<file path="config.mk">
export PLATFORM = sky130hd
export DESIGN_NAME = rpf_top
export DESIGN_NICKNAME = d
export VERILOG_FILES = /design/src/common/rpf_pkg.sv /design/src/design/rpf_top.sv
export SDC_FILE = /design/constraint.sdc
export NUM_CORES = 1
export LEC_CHECK = 0
export BUFFER_PORTS_ARGS = -buffer_cell sky130_fd_sc_hd__buf_2
export CAP_MARGIN = 25
export CORE_ASPECT_RATIO = 2
export CORE_MARGIN = 2
export CORE_UTILIZATION = 53
export DETAILED_ROUTE_END_ITERATION = 10
export GPL_TIMING_DRIVEN = 0
export PLACE_DENSITY = 0.91
export SLEW_MARGIN = 0
export SYNTH_ARGS = -nofsm -noshare
export SYNTH_HDL_FRONTEND = slang
export SYNTH_SLANG_ARGS = --single-unit
export TNS_END_PERCENT = 1
</file>
<file path="constraint.sdc">
create_clock -name ref_clk_i -period 5.1 [get_ports ref_clk_i]
set_input_delay 0.51 -clock ref_clk_i [delete_from_list [all_inputs] [get_ports ref_clk_i]]
set_output_delay 0.51 -clock ref_clk_i [all_outputs]
set_load 0.02 [all_outputs]
</file>
<file path="src/common/rpf_pkg.sv">
// rpf_pkg: register map, field layout, reset values and timing counts
// for the reset and power-fail sequencer; used by design and bench alike.
package rpf_pkg;

  // register byte offsets on the AXI4-Lite slave
  localparam logic [7:0] OFS_CTRL   = 8'h00;
  localparam logic [7:0] OFS_LVCTL  = 8'h04;
  localparam logic [7:0] OFS_STATUS = 8'h08;
  localparam logic [7:0] OFS_CLEAR  = 8'h0C;
  localparam logic [7:0] OFS_ENABLE = 8'h10;
  localparam logic [7:0] OFS_PC     = 8'h14;

  // control register fields
  localparam int CTRL_PAGE_LSB  = 0;
  localparam int CTRL_PAGE_W    = 8;
  localparam int CTRL_DPAGE_BIT = 8;
  localparam int CTRL_CLKSEL    = 9;
  localparam int CTRL_PCLK_BIT  = 10;
  localparam int CTRL_WDT_BIT   = 11;
  localparam logic [11:0] CTRL_RESET = 12'h000;

  // low-voltage control register fields
  localparam int LV_EN_BIT   = 0;
  localparam int LV_RST_BIT  = 1;
  localparam int LV_FLAG_BIT = 7;
  localparam logic [1:0] LV_RESET = 2'h0;

  // status / clear / enable layout
  localparam int ST_W       = 4;
  localparam int ST_LVFLAG  = 0;
  localparam int ST_WDT_RST = 1;
  localparam int ST_EXT_RST = 2;
  localparam int ST_LV_RST  = 3;

  // vector location
  localparam logic [15:0] VEC_LO_ADDR = 16'hFFFE;
  localparam logic [15:0] VEC_HI_ADDR = 16'hFFFF;

  // timing
  localparam longint CLK_HZ        = 100_000_000;
  localparam longint STARTUP_MS    = 64;
  localparam longint OSC_EXTRA     = 7;
  localparam int     EXT_LOW_MIN   = 8;
  localparam longint STARTUP_CYC   = (STARTUP_MS * CLK_HZ) / 1000 + OSC_EXTRA;

  // AXI responses
  localparam logic [1:0] RESP_OKAY   = 2'h0;
  localparam logic [1:0] RESP_SLVERR = 2'h2;

  typedef enum logic [2:0] {
    ST_HOLD = 3'h0,
    ST_WAIT = 3'h1,
    ST_VLO  = 3'h3,
    ST_VHI  = 3'h2,
    ST_RUN  = 3'h6
  } rpf_state_e;

endpackage : rpf_pkg

</file>
<file path="src/design/rpf_top.sv">
// rpf_top: reset sources, start-up delay, vector fetch, low-voltage flag
// and reset, with an AXI4-Lite register slave and one interrupt.
// assumes vector memory answers within the cycle its address is out.
//
// Decided for this implementation: the register offsets and the AXI4-Lite slave port.
`timescale 1ns/1ps
`default_nettype none

module rpf_top #(
  parameter int unsigned STARTUP_CYCLES = int'(rpf_pkg::STARTUP_CYC)
) (
  // clock and reset
  input  wire logic        ref_clk_i,
  input  wire logic        reset_i,
  // reset sources
  input  wire logic        ext_reset_n_i,
  input  wire logic        wdt_reset_req_i,
  // detector comparators
  input  wire logic        lv_warn_i,
  input  wire logic        lv_low_i,
  // core side
  output logic             core_reset_o,
  output logic             ram_hold_o,
  output logic             pc_load_o,
  output logic [15:0]      pc_o,
  output logic [15:0]      vec_addr_o,
  output logic             vec_rd_o,
  input  wire logic [7:0]  vec_data_i,
  // initialised state
  output logic [7:0]       ram_page_select_o,
  output logic             direct_page_o,
  output logic             clk_sub_sel_o,
  output logic             periph_clk_en_o,
  output logic             wdt_en_o,
  output logic             lv_detect_en_o,
  // interrupt
  output logic             irq_o,
  // AXI4-Lite slave
  input  wire logic [7:0]  s_axi_awaddr_i,
  input  wire logic        s_axi_awvalid_i,
  output logic             s_axi_awready_o,
  input  wire logic [31:0] s_axi_wdata_i,
  input  wire logic [3:0]  s_axi_wstrb_i,
  input  wire logic        s_axi_wvalid_i,
  output logic             s_axi_wready_o,
  output logic [1:0]       s_axi_bresp_o,
  output logic             s_axi_bvalid_o,
  input  wire logic        s_axi_bready_i,
  input  wire logic [7:0]  s_axi_araddr_i,
  input  wire logic        s_axi_arvalid_i,
  output logic             s_axi_arready_o,
  output logic [31:0]      s_axi_rdata_o,
  output logic [1:0]       s_axi_rresp_o,
  output logic             s_axi_rvalid_o,
  input  wire logic        s_axi_rready_i
);

  // pin synchronisers
  logic [1:0] ext_sync_r;
  logic [1:0] warn_sync_r;
  logic [1:0] low_sync_r;

  always_ff @(posedge ref_clk_i or posedge reset_i)
  begin
    if (reset_i)
    begin
      ext_sync_r  <= 2'h3;
      warn_sync_r <= 2'h0;
      low_sync_r  <= 2'h0;
    end
    else
    begin
      ext_sync_r  <= {ext_sync_r[0], ext_reset_n_i};
      warn_sync_r <= {warn_sync_r[0], lv_warn_i};
      low_sync_r  <= {low_sync_r[0], lv_low_i};
    end
  end

  wire ext_n = ext_sync_r[1];
  wire warn  = warn_sync_r[1];
  wire low   = low_sync_r[1];

  // external pin low-time qualifier
  logic [3:0] low_cnt_r;
  logic [3:0] low_cnt_nxt;
  wire        ext_long = (low_cnt_r >= 4'(rpf_pkg::EXT_LOW_MIN));
  assign low_cnt_nxt = ext_n ? 4'h0 : (ext_long ? low_cnt_r : low_cnt_r + 4'h1);

  always_ff @(posedge ref_clk_i or posedge reset_i)
  begin
    if (reset_i)
      low_cnt_r <= 4'h0;
    else
      low_cnt_r <= low_cnt_nxt;
  end

  // registers
  logic [11:0]            ctrl_r;
  logic [1:0]             lvctl_r;
  logic [rpf_pkg::ST_W-1:0] status_r;
  logic [rpf_pkg::ST_W-1:0] enable_r;

  wire lv_en     = lvctl_r[rpf_pkg::LV_EN_BIT];
  wire lv_rst_en = lvctl_r[rpf_pkg::LV_RST_BIT];

  // reset request sources
  wire ext_req = ext_long;
  wire wdt_req = wdt_reset_req_i;
  wire lv_req  = low & lv_en & lv_rst_en;
  wire any_req = ext_req | wdt_req | lv_req;

  // sequencer
  rpf_pkg::rpf_state_e state_r;
  rpf_pkg::rpf_state_e state_nxt;
  logic [31:0]         wait_cnt_r;
  logic [7:0]          vec_lo_r;
  logic [15:0]         pc_r;
  logic                pc_load_r;

  wire wait_done = (wait_cnt_r >= STARTUP_CYCLES - 32'h1);

  always_comb
  begin
    state_nxt = state_r;
    case (state_r)
      rpf_pkg::ST_HOLD: if (!any_req & ext_n) state_nxt = rpf_pkg::ST_WAIT;
      rpf_pkg::ST_WAIT: if (wait_done) state_nxt = rpf_pkg::ST_VLO;
      rpf_pkg::ST_VLO:  state_nxt = rpf_pkg::ST_VHI;
      rpf_pkg::ST_VHI:  state_nxt = rpf_pkg::ST_RUN;
      rpf_pkg::ST_RUN:  state_nxt = rpf_pkg::ST_RUN;
      default:          state_nxt = rpf_pkg::ST_HOLD;
    endcase
    if (any_req)
      state_nxt = rpf_pkg::ST_HOLD;
  end

  always_ff @(posedge ref_clk_i or posedge reset_i)
  begin
    if (reset_i)
      state_r <= rpf_pkg::ST_HOLD;
    else
      state_r <= state_nxt;
  end

  always_ff @(posedge ref_clk_i or posedge reset_i)
  begin
    if (reset_i)
      wait_cnt_r <= 32'h0;
    else if (state_r != rpf_pkg::ST_WAIT || any_req)
      wait_cnt_r <= 32'h0;
    else
      wait_cnt_r <= wait_cnt_r + 32'h1;
  end

  // vector fetch: each byte is taken at the end of its address cycle
  always_ff @(posedge ref_clk_i or posedge reset_i)
  begin
    if (reset_i)
    begin
      vec_lo_r  <= 8'h00;
      pc_r      <= 16'h0000;
      pc_load_r <= 1'b0;
    end
    else
    begin
      pc_load_r <= 1'b0;
      if (state_r == rpf_pkg::ST_VHI && !any_req)
      begin
        pc_r      <= {vec_data_i, vec_lo_r};
        pc_load_r <= 1'b1;
      end
      if (state_r == rpf_pkg::ST_VLO)
        vec_lo_r <= vec_data_i;
    end
  end

  wire in_hold = (state_r == rpf_pkg::ST_HOLD);

  // AXI write path
  logic       aw_got_r;
  logic       w_got_r;
  logic [7:0] aw_addr_r;
  logic [31:0] w_data_r;
  logic [3:0] w_strb_r;
  logic       bvalid_r;
  logic [1:0] bresp_r;

  assign s_axi_awready_o = !aw_got_r && !bvalid_r;
  assign s_axi_wready_o  = !w_got_r && !bvalid_r;
  wire   aw_take = s_axi_awvalid_i && s_axi_awready_o;
  wire   w_take  = s_axi_wvalid_i && s_axi_wready_o;
  wire   do_wr   = aw_got_r && w_got_r && !bvalid_r;

  wire [31:0] wmask = {{8{w_strb_r[3]}}, {8{w_strb_r[2]}}, {8{w_strb_r[1]}}, {8{w_strb_r[0]}}};
  wire [31:0] wbits = w_data_r & wmask;

  wire wr_ctrl  = do_wr && aw_addr_r == rpf_pkg::OFS_CTRL;
  wire wr_lvctl = do_wr && aw_addr_r == rpf_pkg::OFS_LVCTL;
  wire wr_clear = do_wr && aw_addr_r == rpf_pkg::OFS_CLEAR;
  wire wr_en    = do_wr && aw_addr_r == rpf_pkg::OFS_ENABLE;
  wire wr_ok    = wr_ctrl | wr_lvctl | wr_clear | wr_en;

  always_ff @(posedge ref_clk_i or posedge reset_i)
  begin
    if (reset_i)
    begin
      aw_got_r  <= 1'b0;
      w_got_r   <= 1'b0;
      aw_addr_r <= 8'h00;
      w_data_r  <= 32'h0;
      w_strb_r  <= 4'h0;
      bvalid_r  <= 1'b0;
      bresp_r   <= rpf_pkg::RESP_OKAY;
    end
    else
    begin
      if (aw_take)
      begin
        aw_got_r  <= 1'b1;
        aw_addr_r <= s_axi_awaddr_i;
      end
      if (w_take)
      begin
        w_got_r  <= 1'b1;
        w_data_r <= s_axi_wdata_i;
        w_strb_r <= s_axi_wstrb_i;
      end
      if (do_wr)
      begin
        aw_got_r <= 1'b0;
        w_got_r  <= 1'b0;
        bvalid_r <= 1'b1;
        bresp_r  <= wr_ok ? rpf_pkg::RESP_OKAY : rpf_pkg::RESP_SLVERR;
      end
      else if (bvalid_r && s_axi_bready_i)
        bvalid_r <= 1'b0;
    end
  end

  assign s_axi_bvalid_o = bvalid_r;
  assign s_axi_bresp_o  = bresp_r;

  // control registers: cleared by every reset sequence, writes ignored in hold
  always_ff @(posedge ref_clk_i or posedge reset_i)
  begin
    if (reset_i)
    begin
      ctrl_r  <= rpf_pkg::CTRL_RESET;
      lvctl_r <= rpf_pkg::LV_RESET;
    end
    else if (in_hold)
    begin
      ctrl_r  <= rpf_pkg::CTRL_RESET;
      lvctl_r <= rpf_pkg::LV_RESET;
    end
    else
    begin
      if (wr_ctrl)
        ctrl_r <= wbits[11:0] | (ctrl_r & ~wmask[11:0]);
      if (wr_lvctl)
        lvctl_r <= wbits[1:0] | (lvctl_r & ~wmask[1:0]);
    end
  end

  // sticky status: events set, clear register clears, set wins
  logic [rpf_pkg::ST_W-1:0] ev;
  logic                     hold_d_r;
  always_comb
  begin
    ev = '0;
    ev[rpf_pkg::ST_LVFLAG]  = warn & lv_en;
    ev[rpf_pkg::ST_WDT_RST] = wdt_req & !hold_d_r;
    ev[rpf_pkg::ST_EXT_RST] = ext_req & !hold_d_r;
    ev[rpf_pkg::ST_LV_RST]  = lv_req & !hold_d_r;
  end

  wire [rpf_pkg::ST_W-1:0] clr = wr_clear ? wbits[rpf_pkg::ST_W-1:0] : '0;

  always_ff @(posedge ref_clk_i or posedge reset_i)
  begin
    if (reset_i)
    begin
      status_r <= '0;
      enable_r <= '0;
      hold_d_r <= 1'b1;
    end
    else
    begin
      status_r <= (status_r & ~clr) | ev;
      hold_d_r <= in_hold;
      if (wr_en)
        enable_r <= wbits[rpf_pkg::ST_W-1:0];
    end
  end

  assign irq_o = |(status_r & enable_r);

  // AXI read path
  logic        rvalid_r;
  logic [31:0] rdata_r;
  logic [1:0]  rresp_r;
  logic [31:0] rd_val;
  logic        rd_hit;

  assign s_axi_arready_o = !rvalid_r;
  wire   ar_take = s_axi_arvalid_i && s_axi_arready_o;

  always_comb
  begin
    rd_val = 32'h0;
    rd_hit = 1'b1;
    case (s_axi_araddr_i)
      rpf_pkg::OFS_CTRL:   rd_val[11:0] = ctrl_r;
      rpf_pkg::OFS_LVCTL:
      begin
        rd_val[1:0] = lvctl_r;
        rd_val[rpf_pkg::LV_FLAG_BIT] = status_r[rpf_pkg::ST_LVFLAG];
      end
      rpf_pkg::OFS_STATUS: rd_val[rpf_pkg::ST_W-1:0] = status_r;
      rpf_pkg::OFS_CLEAR:  rd_val = 32'h0;
      rpf_pkg::OFS_ENABLE: rd_val[rpf_pkg::ST_W-1:0] = enable_r;
      rpf_pkg::OFS_PC:     rd_val = {13'h0, state_r, pc_r};
      default:             rd_hit = 1'b0;
    endcase
  end

  always_ff @(posedge ref_clk_i or posedge reset_i)
  begin
    if (reset_i)
    begin
      rvalid_r <= 1'b0;
      rdata_r  <= 32'h0;
      rresp_r  <= rpf_pkg::RESP_OKAY;
    end
    else if (ar_take)
    begin
      rvalid_r <= 1'b1;
      rdata_r  <= rd_val;
      rresp_r  <= rd_hit ? rpf_pkg::RESP_OKAY : rpf_pkg::RESP_SLVERR;
    end
    else if (rvalid_r && s_axi_rready_i)
      rvalid_r <= 1'b0;
  end

  assign s_axi_rvalid_o = rvalid_r;
  assign s_axi_rdata_o  = rdata_r;
  assign s_axi_rresp_o  = rresp_r;

  // core-side outputs
  assign core_reset_o      = (state_r != rpf_pkg::ST_RUN);
  assign ram_hold_o        = in_hold;
  assign pc_load_o         = pc_load_r;
  assign pc_o              = pc_r;
  assign vec_rd_o          = (state_r == rpf_pkg::ST_VLO) || (state_r == rpf_pkg::ST_VHI);
  assign vec_addr_o        = (state_r == rpf_pkg::ST_VHI) ? rpf_pkg::VEC_HI_ADDR : rpf_pkg::VEC_LO_ADDR;
  assign ram_page_select_o = ctrl_r[rpf_pkg::CTRL_PAGE_LSB +: rpf_pkg::CTRL_PAGE_W];
  assign direct_page_o     = ctrl_r[rpf_pkg::CTRL_DPAGE_BIT];
  assign clk_sub_sel_o     = ctrl_r[rpf_pkg::CTRL_CLKSEL];
  assign periph_clk_en_o   = ctrl_r[rpf_pkg::CTRL_PCLK_BIT];
  assign wdt_en_o          = ctrl_r[rpf_pkg::CTRL_WDT_BIT];
  assign lv_detect_en_o    = lv_en;

endmodule : rpf_top

`default_nettype wire

</file>
==> run_results.csv <==
group,metric,value,unit
outcome,status,"complete, no violations",
sta,worst_pin_slew,875,ps
global_route,first_global_vias,5327,
routing,drtIter0Drc,411,
synthesis,synth-edff-count,0,
synthesis,ys_seq_area_frac,0.539,
floorplan,row_count,57,
synthesis,netlist_top_cells_area,"dfrtp_1, mux2_2, buf_4",
critical_path,critPathRequiredTime,4590,ps
cts,cts_resized,0,
critical_path,ff2ff_path_depth,5,
floorplan,initial_core_util,0.540,
critical_path,critical_path_depth,4,
floorplan,fp.dieW,82.3,µm
placement,io_buffer_count,109,
placement,placed_cell_area,7370,µm²
cts,ctsHtreeMaxLevel,4,
critical_path,crit_type,"reg -> out",
cts,clkTransAtPathRegs,60,ps
routing,wl_met3,830,µm
critical_path,cp_top_family,"buffers and inverters",
critical_path,crit_path_max_fanout,11,
cts,cts_made_buffers,17,
synthesis,synth_flop_cell,"dfrtp_1",
layout,syn2layout_area_growth,22.2,%
floorplan,die_y,161,µm
synthesis,ys_warn_count,0,
routing,ant_nets,0,
synthesis,async_reset_ff_frac,1.00,
routing,drcViolationCount,0,
sta,hold_ws,107,ps
synthesis,yosysTopAreaCell,"dfrtp_1",
sta,hold_violations,0,
global_route,grt_max_degree,99,
sta,rsz0062_at_grt,"no",
synthesis,synthTopCellsByCount,"dfrtp_1, mux2_2, nand2_1, buf_4, nor2_1",
pwr,leakage,3.67,nW
routing,wire_per_inst,18.2,µm
synthesis,synth_seq_cells,140,
routing,drt-met1-wl,5360,µm
synthesis,syn_area,6500,µm²
sta,finalMaxSlewViolations,0,
critical_path,path_buf_inv,3,
layout,design_area,7950,µm²
layout,fin_nets,796,
cts,clk_path_buf_depth,2,
cts,tritoncts,"done",
sta,relSlewSlack,0.412,
sta,fin_crit,3030,ps
pwr,powerDensity,431,nW/µm²
critical_path,cp.arrival,2520,ps
layout,drive_above_1_share,0.341,
pwr,vdd_drop_max,356,µV
critical_path,cp-end-kind,"output port",
sta,period_share,0.594,
critical_path,worstPathCellList,"or3_1, inv_1, buf_1, buf_2",
synthesis,synthCells,564,
worst_hold_path,worstHoldPathType,"in -> async",
cts,cts_root_buffer,"clkbuf_16",
cts,postCtsSetupBuffers,0,
placement,routabilityCongestion,0.940,
routing,drt-total-wl,16000,µm
synthesis,synth_top_cell_area_share,0.527,
floorplan,io_pins,162,
sta,setup_viol,0,
cts,clock_sinks,140,
global_route,grt_overflow,0,
global_route,grt_pass1_wl,25800,µm
global_route,track_usage,0.257,
critical_path,cpMaxStageDelayCell,"buf_1",
critical_path,max_stage_delay,660,ps
layout,n_antenna_cell,0,
floorplan,coreArea,12100,µm²
cts,hold_buffers,0,
sta,timing.setup.tns,0,ps
synthesis,yosysMostFrequentCell,"dfrtp_1",
routing,vias_per_cell,5.78,
placement,hpwl,11900,µm
sta,clock.fmax,0.330,GHz
floorplan,die_area,13200,µm²
sta,worst_clock_skew,7.13,ps
routing,routed.top_layer,"met4",
cts,clock_latency,410,ps
routing,firstDrtPassIters,5,
global_route,antenna_found_initial,0,
critical_path,cp-start-kind,"flip-flop",
routing,dr_total_vias,5096,
synthesis,ys_types,58,
synthesis,avgSynthCellArea,11.5,µm²
routing,route.met2.wl,8890,µm
run,cap_viol_max_count,0,
-- layer usage --
metal,vias to the layer above,global-route usage
li1,2306,-
met1,2493,0.260
met2,224,0.457
met3,73,0.0500
met4,0,0.164
met5,-,0
-- kinds of logic (layout without fill, tap and decap cells) --
logic type | after synthesis | count (layout) | share of synthesized area
other | 2 | 30 | 0.00115
AOI/OAI and AO/OA | 83 | 83 | 0.0916
buffers and inverters | 69 | 211 | 0.0596
and+or+nand+nor | 179 | 179 | 0.158
muxes | 72 | 72 | 0.122
xor gates and xnor gates | 15 | 15 | 0.0202
adders and majority gates | 4 | 4 | 0.00769
DFF | 140 | 140 | 0.539
-- registers in the layout (all words and copies together) (netlist names), 2 cells and up --
register and flops:
low_sync_r 2, aw_addr_r 8, ext_sync_r 2, warn_sync_r 2, w_strb_r 2, lvctl_r 2, vec_lo_r 8, s_axi_rdata_o 19
pc_o 16, low_cnt_r 4, wait_cnt_r 32, ctrl_r 12, enable_r 4, state_r 3, w_data_r 12, status_r 4
-- final cells by class --
class	instances	area, µm²
Buffer	50	317
Timing Repair Buffer	110	573
Clock buffer	17	425
Sequential cell	140	3510
Multi-Input combinational cell	383	2720
Tap cell	147	184
Clock inverter	15	149
Fill cell	910	4110
Inverter	19	76.3
-- power by group --
part           leakage (nW)  internal (mW)  switching (mW)  total [mW]
logic                  1.57          0.322           0.374       0.696
clock network         0.283          0.717           0.471        1.19
registers              1.81           1.33           0.208        1.54
-- placed cells by master, fill, tap and decap left out, types with 5 or more instances in the layout --
| cell | Yosys | final |
|---|---|---|
| buf_4 | 31 | 31 |
| clkbuf_16 | 0 | 17 |
| a221o_1 | 7 | 7 |
| and2_1 | 10 | 10 |
| nor2_1 | 31 | 31 |
| nand4_1 | 5 | 5 |
| a22oi_1 | 7 | 7 |
| inv_1 | 19 | 18 |
| nor2_2 | 9 | 9 |
| nand2_1 | 36 | 36 |
| dfrtp_1 | 137 | 137 |
| xor2_1 | 8 | 8 |
| nor4_1 | 13 | 13 |
| a21oi_1 | 16 | 16 |
| o31ai_1 | 8 | 8 |
| or3_1 | 7 | 7 |
| mux2_2 | 49 | 49 |
| clkinv_2 | 0 | 6 |
| nand3_1 | 19 | 19 |
| buf_2 | 3 | 112 |
| mux2i_1 | 22 | 22 |
| o21ai_0 | 14 | 14 |
| a22o_1 | 10 | 10 |
| or4_1 | 14 | 14 |
| clkbuf_1 | 12 | 12 |
| conb_1 | 2 | 30 |
| xnor2_1 | 7 | 7 |
| nor3_1 | 6 | 6 |
-- worst paths after layout --
kind | startpoint | to | slack [ps]
hold / removal | reset_i | aw_addr_r[7]$_DFFE_PP0P_ | 110
min in group ref_clk_i | ext_reset_n_i | ext_sync_r[0]$_DFF_PP1_ | 200
hold reg to reg | low_sync_r[0]$_DFF_PP0_ | low_sync_r[1]$_DFF_PP0_ | 350
setup / recovery | state_r[1]$_DFFE_PP0P_ | ram_hold_o | 2070
setup reg to reg | aw_addr_r[1]$_DFFE_PP0P_ | ctrl_r[6]$_DFFE_PP0P_ | 2740
max in group asynchronous | reset_i | ext_sync_r[0]$_DFF_PP1_ | 4170
-- through the flow --
| stage | utilization | power [mW] | std cells | setup slack, ps |
|---|---|---|---|---|
| floorplan | - | 1.98 | 592 | 842 |
| global placement | 0.609 | 2.19 | 848 | -350 |
| detailed placement | 0.612 | 2.25 | 849 | 2540 |
| CTS | 0.659 | 3.43 | 881 | 2100 |
| global route | 0.659 | 3.56 | 881 | 2020 |
| finish | 0.659 | 3.42 | 881 | 2070 |
No activity file was read; power rests on OpenSTA's default activity.
